## src/common/motor_sel_pkg.sv

```systemverilog
package motor_sel_pkg;
    // widths
    localparam int SPD_W = 16;
    localparam int ADDR_W = 12;
    localparam int N_ENTRIES = 4;

    // clock and timing
    localparam int CLK_PERIOD_NS = 4;
    localparam int CLK_KHZ = 250000;
    localparam int IND_TIME_MS = 2000;
    localparam int IND_CYCLES = IND_TIME_MS * CLK_KHZ;
    localparam int DEB_TIME_NS = 1000;
    localparam int DEB_CYCLES = DEB_TIME_NS / CLK_PERIOD_NS;

    // register offsets (byte addresses)
    localparam logic [ADDR_W-1:0] CTRL_OFS = 12'h000;
    localparam logic [ADDR_W-1:0] STAT_OFS = 12'h004;
    localparam logic [ADDR_W-1:0] SPEED_BASE = 12'h010;
    localparam logic [ADDR_W-1:0] ACC_BASE = 12'h020;
    localparam logic [ADDR_W-1:0] DEC_BASE = 12'h030;

    // field positions
    localparam int CTRL_SRC_LSB = 0;
    localparam int CTRL_DISP_LSB = 2;
    localparam int STAT_RUN_BIT = 0;
    localparam int STAT_CW_BIT = 1;
    localparam int STAT_ENTRY_LSB = 2;
    localparam int STAT_IND_BIT = 4;
    localparam int STAT_SPEED_LSB = 16;

    // operation source codes
    localparam logic [1:0] SRC_PANEL = 2'h0;
    localparam logic [1:0] SRC_EXT_PANEL = 2'h1;
    localparam logic [1:0] SRC_EXT_ONLY = 2'h2;

    // monitor display codes; panel dial is rejected in the first three
    localparam logic [1:0] DISP_SPEED = 2'h0;
    localparam logic [1:0] DISP_ALARM = 2'h1;
    localparam logic [1:0] DISP_WARNING = 2'h2;
    localparam logic [1:0] DISP_OTHER = 2'h3;

    // reset values
    localparam logic [1:0] SRC_RESET = SRC_PANEL;
    localparam logic [1:0] DISP_RESET = DISP_SPEED;
    localparam logic [SPD_W-1:0] SPEED_RESET = 16'h0000;
    localparam logic [SPD_W-1:0] RATE_RESET = 16'h0001;

    // front panel controls
    typedef struct packed {
        logic run_sw;
        logic dir_sw;
        logic dial_move;
        logic [SPD_W-1:0] dial_speed;
    } panel_t;

    // external operation inputs
    typedef struct packed {
        logic forward_run_input;
        logic bwd;
        logic sel_low;
        logic sel_high;
    } ext_t;

    // drive command towards the commutation logic
    typedef struct packed {
        logic [SPD_W-1:0] speed;
        logic cw;
        logic running;
        logic instant_stop;
    } drive_t;
endpackage

```

## src/rtl/motor_run_stop_speed_select.sv

```systemverilog
`timescale 1ns/100ps
// Contract
// - factory source: panel alone runs and stops
// - external-with-panel: inputs plus panel controls
// - external-only: inputs only, panel ignored
// - run needs input and RUN switch
// - dial sets speed, switch reverses direction
// - external-only: switch actuation shows indicator
// - external-only: dial in monitor shows indicator
// - indicator steady at RUN, else two seconds
// - exactly one run input starts motor
// - run input released: decelerate to stop
// - both run inputs: instantaneous stop
// - select lines pick entry zero to three
// - run with entry speed, accel, decel
// - select change moves speed without stopping
// - transition uses new entry's ramp times
// - direction switch swaps input to rotation map
// - switch change: decelerate, restart reversed
// - external-only: mapping fixed to forward side
module motor_run_stop_speed_select #(
    parameter int unsigned IND_CYCLES = motor_sel_pkg::IND_CYCLES,
    parameter int unsigned DEB_CYCLES = motor_sel_pkg::DEB_CYCLES
) (
    // clock and reset
    input wire logic ref_clk,
    input wire logic rst,
    // apb slave
    input wire logic psel,
    input wire logic penable,
    input wire logic pwrite,
    input wire logic [motor_sel_pkg::ADDR_W-1:0] paddr,
    input wire logic [31:0] pwdata,
    output logic [31:0] prdata,
    output logic pready,
    output logic pslverr,
    // panel and external inputs
    input wire motor_sel_pkg::panel_t panel,
    input wire motor_sel_pkg::ext_t ext_in,
    // drive command and indicator
    output motor_sel_pkg::drive_t drive,
    output logic panel_disabled
);
    localparam int SW = motor_sel_pkg::SPD_W;

    if (DEB_CYCLES < 1 || DEB_CYCLES > 65535)
        $error("DEB_CYCLES must be 1..65535");
    if (IND_CYCLES < 1)
        $error("IND_CYCLES must be at least 1");

    typedef struct packed {
        motor_sel_pkg::ext_t s1;
        motor_sel_pkg::ext_t s2;
        motor_sel_pkg::ext_t deb;
        logic [15:0] deb_cnt;
        logic [1:0] src;
        logic [1:0] disp;
        logic [3:0][SW-1:0] spd;
        logic [3:0][SW-1:0] acc;
        logic [3:0][SW-1:0] dec;
        logic [SW-1:0] speed;
        logic [SW-1:0] rate_cnt;
        logic cw;
        logic instant;
        logic dir_last;
        logic [31:0] ind_cnt;
        logic ind;
        logic [31:0] rdata;
    } state_t;

    state_t st;
    state_t next_st;
    logic ext_one;
    logic ext_both;
    logic run_req;
    logic want_cw;
    logic [1:0] entry;
    logic [SW-1:0] target;
    logic [SW-1:0] rate;
    logic hit;
    logic [1:0] idx;
    logic [31:0] rd;

    // address decode shared by setup and access phases
    always_comb
    begin
        idx = paddr[3:2];
        hit = (paddr == motor_sel_pkg::CTRL_OFS)
            || (paddr == motor_sel_pkg::STAT_OFS)
            || (paddr[11:4] == motor_sel_pkg::SPEED_BASE[11:4])
            || (paddr[11:4] == motor_sel_pkg::ACC_BASE[11:4])
            || (paddr[11:4] == motor_sel_pkg::DEC_BASE[11:4]);
        hit = hit && (paddr[1:0] == 2'h0);
        rd = 32'h0000_0000;
        if (paddr == motor_sel_pkg::CTRL_OFS)
        begin
            rd[motor_sel_pkg::CTRL_SRC_LSB +: 2] = st.src;
            rd[motor_sel_pkg::CTRL_DISP_LSB +: 2] = st.disp;
        end
        else if (paddr == motor_sel_pkg::STAT_OFS)
        begin
            rd[motor_sel_pkg::STAT_RUN_BIT] = st.speed != '0;
            rd[motor_sel_pkg::STAT_CW_BIT] = st.cw;
            rd[motor_sel_pkg::STAT_ENTRY_LSB +: 2] = entry;
            rd[motor_sel_pkg::STAT_IND_BIT] = st.ind;
            rd[motor_sel_pkg::STAT_SPEED_LSB +: SW] = st.speed;
        end
        else if (paddr[11:4] == motor_sel_pkg::SPEED_BASE[11:4])
            rd[SW-1:0] = st.spd[idx];
        else if (paddr[11:4] == motor_sel_pkg::ACC_BASE[11:4])
            rd[SW-1:0] = st.acc[idx];
        else if (paddr[11:4] == motor_sel_pkg::DEC_BASE[11:4])
            rd[SW-1:0] = st.dec[idx];
    end

    // run decision, direction mapping and target speed
    always_comb
    begin
        ext_one = st.deb.forward_run_input ^ st.deb.bwd;
        ext_both = st.deb.forward_run_input & st.deb.bwd;
        entry = {st.deb.sel_high, st.deb.sel_low};
        run_req = 1'b0;
        want_cw = st.cw;
        unique case (st.src)
            motor_sel_pkg::SRC_PANEL:
            begin
                entry = 2'h0;
                run_req = panel.run_sw;
                want_cw = !panel.dir_sw;
            end
            motor_sel_pkg::SRC_EXT_PANEL:
            begin
                run_req = panel.run_sw && ext_one;
                want_cw = st.deb.forward_run_input ^ panel.dir_sw;
            end
            motor_sel_pkg::SRC_EXT_ONLY:
            begin
                run_req = ext_one;
                want_cw = st.deb.forward_run_input;
            end
            default:
            begin
                run_req = 1'b0;
                want_cw = st.cw;
            end
        endcase
        // a pending reversal ramps to zero first
        if (run_req && (want_cw == st.cw || st.speed == '0))
            target = st.spd[entry];
        else
            target = '0;
        // ramp time comes from the entry now selected
        if (target > st.speed)
            rate = st.acc[entry];
        else
            rate = st.dec[entry];
    end

    // next state
    always_comb
    begin
        next_st = st;
        // two-flop synchroniser then group debounce
        next_st.s1 = ext_in;
        next_st.s2 = st.s1;
        if (st.s2 == st.deb)
            next_st.deb_cnt = 16'h0000;
        else if (st.deb_cnt >= 16'(DEB_CYCLES - 1))
        begin
            next_st.deb = st.s2;
            next_st.deb_cnt = 16'h0000;
        end
        else
            next_st.deb_cnt = st.deb_cnt + 16'h0001;

        // apb setup captures read data, access applies writes
        if (psel && !penable)
            next_st.rdata = rd;
        if (psel && penable && pwrite && hit)
        begin
            if (paddr == motor_sel_pkg::CTRL_OFS)
            begin
                next_st.src = pwdata[motor_sel_pkg::CTRL_SRC_LSB +: 2];
                next_st.disp = pwdata[motor_sel_pkg::CTRL_DISP_LSB +: 2];
            end
            else if (paddr[11:4] == motor_sel_pkg::SPEED_BASE[11:4])
                next_st.spd[idx] = pwdata[SW-1:0];
            else if (paddr[11:4] == motor_sel_pkg::ACC_BASE[11:4])
                next_st.acc[idx] = pwdata[SW-1:0];
            else if (paddr[11:4] == motor_sel_pkg::DEC_BASE[11:4])
                next_st.dec[idx] = pwdata[SW-1:0];
        end
        // dial stores into entry zero while the panel is enabled
        if (panel.dial_move && st.src != motor_sel_pkg::SRC_EXT_ONLY)
            next_st.spd[0] = panel.dial_speed;

        // speed ramp, or an immediate stop on both inputs
        next_st.instant = 1'b0;
        if (ext_both && st.src != motor_sel_pkg::SRC_PANEL)
        begin
            next_st.speed = '0;
            next_st.rate_cnt = '0;
            next_st.instant = 1'b1;
        end
        else if (st.speed != target)
        begin
            if (st.rate_cnt + 16'h0001 >= rate)
            begin
                next_st.rate_cnt = '0;
                if (target > st.speed)
                    next_st.speed = st.speed + 16'h0001;
                else
                    next_st.speed = st.speed - 16'h0001;
            end
            else
                next_st.rate_cnt = st.rate_cnt + 16'h0001;
        end
        else
            next_st.rate_cnt = '0;
        // direction changes only at standstill
        if (st.speed == '0 && run_req)
            next_st.cw = want_cw;

        // rejection indicator
        next_st.dir_last = panel.dir_sw;
        if (st.src == motor_sel_pkg::SRC_EXT_ONLY
            && ((panel.dir_sw != st.dir_last)
            || (panel.dial_move
            && st.disp != motor_sel_pkg::DISP_OTHER)))
            next_st.ind_cnt = IND_CYCLES;
        else if (st.ind_cnt != 32'h0000_0000)
            next_st.ind_cnt = st.ind_cnt - 32'h0000_0001;
        next_st.ind = (st.src == motor_sel_pkg::SRC_EXT_ONLY && panel.run_sw)
            || next_st.ind_cnt != 32'h0000_0000;
    end

    // state register
    always_ff @(posedge ref_clk or posedge rst)
    begin
        if (rst)
        begin
            st <= '0;
            st.src <= motor_sel_pkg::SRC_RESET;
            st.disp <= motor_sel_pkg::DISP_RESET;
            st.spd <= {4{motor_sel_pkg::SPEED_RESET}};
            st.acc <= {4{motor_sel_pkg::RATE_RESET}};
            st.dec <= {4{motor_sel_pkg::RATE_RESET}};
            st.cw <= 1'b1;
        end
        else
            st <= next_st;
    end

    // outputs
    assign prdata = st.rdata;
    assign pready = 1'b1;
    assign pslverr = psel && penable && !hit;
    assign drive.speed = st.speed;
    assign drive.cw = st.cw;
    assign drive.running = st.speed != '0;
    assign drive.instant_stop = st.instant;
    assign panel_disabled = st.ind;
endmodule

```

## config.mk

```make
export PLATFORM = sky130hd
export DESIGN_NAME = motor_run_stop_speed_select
export DESIGN_NICKNAME = d
export VERILOG_FILES = /design/src/common/motor_sel_pkg.sv /design/src/rtl/motor_run_stop_speed_select.sv
export SDC_FILE = /design/constraint.sdc
export NUM_CORES = 1
export LEC_CHECK = 0
export ABC_CLOCK_PERIOD_IN_PS = 21100
export BUFFER_PORTS_ARGS = -buffer_cell sky130_fd_sc_hd__buf_4
export CORE_MARGIN = 5
export CORE_UTILIZATION = 60
export CTS_CLUSTER_DIAMETER = 50
export DETAILED_ROUTE_END_ITERATION = 8
export PLACE_DENSITY = 0.9
export SYNTH_ARGS = -nofsm -noshare
export SYNTH_HDL_FRONTEND = slang
export SYNTH_SLANG_ARGS = --single-unit
```

## constraint.sdc

```tcl
create_clock -name ref_clk -period 21.1 [get_ports ref_clk]
set_input_delay 0 -clock ref_clk [delete_from_list [all_inputs] [get_ports ref_clk]]
set_output_delay 0 -clock ref_clk [all_outputs]
set_load 0.005 [all_outputs]
```

== Word-level counts from Yosys, hierarchy flattened ==
Index checks and enable logic that the tools add are counted.

* Multiplexer cells: 49
* Add/sub/neg operators: 5
* Divide/modulo/power cells: 0
* Order comparisons: 6
* Multiply operators: 0
* Bitwise operators: 7
* Reduce and logical (&&, ||, !) cells: 44
* Equal/unequal tests: 13
* Shift operators: 0

{| class="wikitable"
|+ Operators by type and width
! operator !! number
|-
| $mux W16 || 22
|-
| $mux W144 || 2
|-
| $bmux W16 S2 || 6
|-
| $bwmux W64 || 3
|-
| $mux W64 || 3
|-
| $mux W128 || 1
|-
| $mux W32 || 3
|-
| $reduce_bool A32 Y1 || 2
|-
| $add A16 B1 Y16 const B || 3
|-
| $demux W16 S2 || 1
|-
| $sub A32 B1 Y32 const B || 1
|-
| $mux W28 || 1
|-
| $eq A8 B2 Y1 const B || 2
|-
| $ge A16 B16 Y1 || 1
|-
| $ge A16 B8 Y1 const B || 1
|-
| $gt A16 B16 Y1 || 1
|-
| $logic_not A16 Y1 || 1
|-
| $ne A16 B16 Y1 || 1
|-
| $reduce_bool A16 Y1 || 1
|-
| $sub A16 B1 Y16 const B || 1
|-
| $logic_and A1 B1 Y1 || 15
|-
| $eq A12 B3 Y1 const B || 1
|-
| $logic_not A12 Y1 || 1
|-
| $mux W11 || 1
|-
| other kinds (26) || 49
|}

* Memories: 0
* Word-level logic and storage cells: 159
* Memory bits (read-only): 0
* Bits in writable memories: 0
* Bits in latches: 0
* Bits of input ports: 72
* Register bits after elaboration: 324

== Depth between registers and ports, before layout ==
* Depth in word-level cells: 12
* Depth in mapped cells: 32

== Least setup slack after synthesis ==
OpenSTA, ideal clock, no wires.

* Path kind: register to register
* Start: register st[295] (netlist name)
* End: register st, in the netlist drive[10]
* Arrival: 5849 ps
* Setup time: 78 ps
* Cell stages (with the launch flop): 28
* Data required time: 21022 ps
* Path slack: 15173 ps
* Cell sequence: dfrtp_1 clkbuf_1 o21ai_1 clkbuf_1 nand2_1 and3_1 a211oi_1 ha_1 nor2b_1 o211ai_1 a2111oi_0 a211oi_1 o211ai_1 nand2b_1 clkbuf_1 clkbuf_1 o21ai_0 ha_1 and4_1 a221o_1 a21oi_1 o21a_1 clkbuf_1 or2_2 clkbuf_1 clkbuf_1 nand2_1 a21oi_1

* Cells in the longest elaborated chain, start to end: 11

{| class="wikitable"
|+ RTL lines
! item !! RTL line !! source
|-
| start, declared || motor_run_stop_speed_select.sv:71 || <nowiki>state_t st;</nowiki>
|-
| start signal, assigned || motor_run_stop_speed_select.sv:251 || <nowiki>st <= next_st;</nowiki>
|-
| $eq A2 B2 Y1 (tied with other cells) || motor_run_stop_speed_select.sv:124 || <nowiki>unique case (st.src)</nowiki>
|-
| $pmux W1 S3 || motor_run_stop_speed_select.sv:124 ||
|-
| $eq A1 B1 Y1 || motor_run_stop_speed_select.sv:148 || <nowiki>if (run_req && (want_cw == st.cw || st.speed == '0))</nowiki>
|-
| $logic_or A1 B1 Y1 || motor_run_stop_speed_select.sv:148 ||
|-
| $logic_and A1 B1 Y1 || motor_run_stop_speed_select.sv:148 ||
|-
| $mux W16 || motor_run_stop_speed_select.sv:148 ||
|-
| $gt A16 B16 Y1 || motor_run_stop_speed_select.sv:153, motor_run_stop_speed_select.sv:210 ||
|-
| $mux W16 (on tied branches) || motor_run_stop_speed_select.sv:153, motor_run_stop_speed_select.sv:210 ||
|-
| $ge A16 B16 Y1 or $mux W16 (tied branches) || motor_run_stop_speed_select.sv:207 || <nowiki>if (st.rate_cnt + 16'h0001 >= rate)</nowiki>
|-
| $reduce_bool A2 Y1 (no source line) or $mux W16 (tied branches) || n/a ||
|-
| $reduce_and A2 Y1 (no source line) or $mux W32 (tied branches) || n/a ||
|}

Several ways; a longest one is shown, not always the timed one. The select of a mux whose other input is x is not followed.
A chain may end at the register's enable or synchronous reset.

== Worst setup path after layout ==
* Start: register st, in the netlist drive[15]
* End: register st, in the netlist drive[18]

* Cells in the longest elaborated chain, start to end: 9

{| class="wikitable"
|+ RTL lines
! item !! RTL line
|-
| $logic_not A16 Y1 || motor_run_stop_speed_select.sv:148
|-
| $logic_or A1 B1 Y1 || motor_run_stop_speed_select.sv:148
|-
| $logic_and A1 B1 Y1 || motor_run_stop_speed_select.sv:148
|-
| $mux W16 || motor_run_stop_speed_select.sv:148
|-
| $gt A16 B16 Y1 || motor_run_stop_speed_select.sv:153, motor_run_stop_speed_select.sv:210
|-
| $mux W16 (on tied branches) || motor_run_stop_speed_select.sv:153, motor_run_stop_speed_select.sv:210
|-
| $ge A16 B16 Y1 or $mux W16 (tied branches) || motor_run_stop_speed_select.sv:207
|-
| $reduce_bool A2 Y1 (no source line) or $mux W16 (tied branches) || n/a
|-
| $reduce_and A2 Y1 (no source line) or $mux W32 (tied branches) || n/a
|}

Several ways; a longest one is shown, not always the timed one. The select of a mux whose other input is x is not followed.

==> qor.csv <==
stage,metric,value,unit
run_status,status,finished with violations,
run_status,failing checks,DRC,
clocking,Root Buffer,clkbuf_16,
synth,Synth Cell Area,0.01791,mm2
pwr,pwr dens,97.47,mW/mm2
cells_and_area,Area growth syn-to-layout,13.62,%
detailed_routing,vias,15103,
critical_path,RR Startpoint,drive[15]$_DFFE_PP0P_,
detailed_routing,number of detailed-route iterations in the first pass,9,
pwr,Leak Pwr,9.127,nW
clocking,CTS Buf Count,35,
clocking,clock slew seen by the registers of the worst setup and hold paths,0.06,ns
synth,top-area cell type share of the netlist area,44.00,%
global_route,first-pass GRT wire length,84.95,mm
synth,most common cell in the synthesized netlist,dfrtp_1,
clocking,H-tree Lvls,2,
synth,"FFs w/ async S/R, synth",100.0,%
synth,Post-synth EDFFs,0,
cells_and_area,fin cells,2152,
synth,"Seq/Total Area, Yosys",45.32,%
critical_path,WP data required,21.51,ns
timing,Tightest Pin Transition,1.419,ns
synth,#FFs+latches synth,324,
synth,Synth Area in XOR/XNOR,3.129,%
global_route,antenna violations before repair,1,
timing,Hold WS,0.06615,ns
place,RePlAce Congestion,0.9267,
clocking,Clock Sinks,324,
timing,RSZ-0062 raised after global routing,no,
synth,post-synth top area cell,dfrtp_1,
detailed_routing,Routed WL,53.42,mm
cells_and_area,Final Core Density,68.86,%
place,placed insts,2036,
critical_path,"Max FO, Critical Path",46,
timing,f_max,126.4,MHz
timing,Layout Skew,0.03094,ns
clocking,# Post-CTS Setup Buffers,0,
detailed_routing,drt initial violations,1990,
cells_and_area,filler instances,1789,
global_route,largest net degree at the start of global routing,199,
floorplanning,Starting Density,60.60,%
timing,setup TNS,0,ns
critical_path,critical path endpoint category,flop,
synth,post-synthesis adder-cell area fraction,3.814,%
synth,Synth warnings,0,
clocking,CTS tree,built,
timing,# setup viols final,0,
floorplanning,Rows,63,
synth,Compound-Gate Fraction of Synth Area,10.36,%
critical_path,CP Data Arrival Time,8.32,ns
synth,largest family of logic cells by synthesized area,multiplexers,
synth,multiplexer share of the synthesized area,19.73,%
place,PortBufs,108,
global_route,All-Layer GR Usage,31.64,%
synth,Synth cell types,66,
synth,top post-synthesis cells by area,"dfrtp_1 (44%), mux2_2 (13%), mux4_2 (6.0%)",
place,dpl hpwl,30.15,mm
floorplanning,Die X,182.8,um
timing,period utilisation layout,37.50,%
synth,Post-synth top cells,"dfrtp_1 (315), nand2_1 (240), mux2_2 (201), clkbuf_1 (96), nor2_1 (82)",
global_route,grt total ovfl,0,
clocking,worst skew pair latency,0.54,ns
pwr,maximum vdd drop,0.06346,mV
synth,Simple-Gate Fraction of Synth Area,12.57,%
floorplanning,Die Span Y,182.8,um
synth,ys flop type,dfrtp_1,
timing,Fin. Hold Viols,0,
detailed_routing,detailed-route DRC error count,8,
job,max cap viols,0,
timing,Rel. slew slack,5.384,%
clocking,CTS Buffer Depth,3,
timing,min Tclk post-route,7.913,ns
cells_and_area,share of cells above drive strength 1,26.29,%
critical_path,Setup CP Type,flop to flop,
global_route,via count of the first global-routing pass,15698,
cells_and_area,Layout Nets,1863,
floorplanning,die area,0.03341,mm2
detailed_routing,Post-DRT Antenna Nets,0,
floorplanning,Top-Level Pins,126,
synth,Syn Area/Cell,10.76,um2
worst_hold_path,hold path startpoint,panel[18],
clocking,CTS resizes,0,
detailed_routing,Vias/cell,7.018,
detailed_routing,Avg WL per Cell,24.82,um
critical_path,Critical path origin,drive[15]$_DFFE_PP0P_,
timing,Final Max Slew Viols,0,
clocking,hold buffer count at CTS,54,
synth,Synth Instances,1665,
worst_hold_path,Hold WC Path Type,input pin to flop,
critical_path,Startpoint Class,flop,
floorplanning,CORE AREA,0.02956,mm2
state kept, by name, indices dropped and copies added (netlist names):
signal,flops
next_st,4
st,269
panel_disabled,1
drive,18
prdata,32
worst paths after layout:
kind                                            end  slack (ns)  depth (start not counted)
setup / recovery              drive[18]$_DFFE_PP0P_       13.19                         23
hold / removal             panel_disabled$_DFF_PP0_        0.07                          6
setup reg to reg              drive[18]$_DFFE_PP0P_       13.19                         23
hold reg to reg                   st[316]$_DFF_PP0_        0.35                          0
max in group asynchronous       st[149]$_DFFE_PP0P_       19.39                          4
min in group asynchronous       st[213]$_DFFE_PP0P_        0.20                          3
metrics by stage:
stage	instance area, um2	power [W]	worst slack, ns
after floorplan	17940	0.001192	12.15
after global placement	18690	0.001302	13.94
after detailed placement	18690	0.001335	13.78
after CTS	20350	0.001949	13.69
after global routing	20350	0.002078	13.34
final	20350	0.001984	13.19
worst max-delay path: stages (launching register included):
cell	delay, ns
dfrtp_1	0.46
nor4_1	0.53
nand4_1	0.46
nand2_1	0.21
nand2_1	0.46
a311oi_1	0.51
ha_1	0.23
nand4_1	0.22
a2111oi_0	0.72
a211oi_1	0.11
o211ai_1	0.26
nand2b_1	0.18
buf_4	0.36
o21ai_0	0.60
ha_1	0.38
and4_1	0.17
a221o_1	0.35
a21oi_1	0.19
o21a_1	0.46
nor2_1	0.11
buf_4	0.22
a22oi_1	0.19
a31oi_1	0.09
mux2_2	0.30
layout by cell type (no fill, tap or decap), types with 13 or more instances in the layout:
master	synthesis	final
a21oi_1	65	65
inv_1	26	25
and3_1	22	22
a221o_1	13	13
nand2_1	240	240
a211oi_1	19	19
xnor2_1	37	37
mux2_2	201	201
clkbuf_16	0	37
nor2b_1	17	16
mux4_2	48	48
nor4_1	16	16
nor2_1	82	81
xor2_1	27	27
mux2i_1	19	19
nand3_1	34	34
a221oi_1	31	31
dfrtp_1	315	315
buf_4	53	132
ha_1	53	53
o21ai_0	76	75
nor3_1	19	16
dlygate4sd3_1	0	54
a22oi_1	17	17
where the power goes:
| group | leakage, nW | internal (W) | switching [W] |
|---|---|---|---|
| Sequential | 4.29 | 0.000664 | 0.0000580 |
| Clock | 0.555 | 0.000357 | 0.000255 |
| Combinational | 4.29 | 0.000264 | 0.000386 |
| Total | 9.13 | 0.00128 | 0.000699 |
cell families after synthesis:
| family | Yosys count |
|---|---|
| simple gates | 485 |
| flops | 324 |
| compound gates | 283 |
| mux | 268 |
| buf+inv | 185 |
| xor+xnor | 64 |
| fa+ha+maj | 54 |
| other cells | 2 |
layer usage:
metal | global-route usage, % | share of wire (%) | vias to the layer above
met3 | 8.052 | 12 | 419
met5 | 0 | 0 | -
met4 | 20.89 | 7.9 | 0
li1 | - | - | 6103
met2 | 50.39 | 46 | 1324
met1 | 38.42 | 34 | 7257
area by class of cell:
cell class	count	area, um2	area share, %
Inverter	26	105.1	0.5164
Timing Repair Buffer	187	1551	7.623
Clock buffer	53	1056	5.188
Clock inverter	8	67.56	0.3320
Sequential cell	324	8119	39.89
Multi-Input combinational cell	1163	8964	44.04
Tap cell	390	488.0	2.397
Antenna cell	1	2.502	0.01229
(Power assumes the default switching activity.)
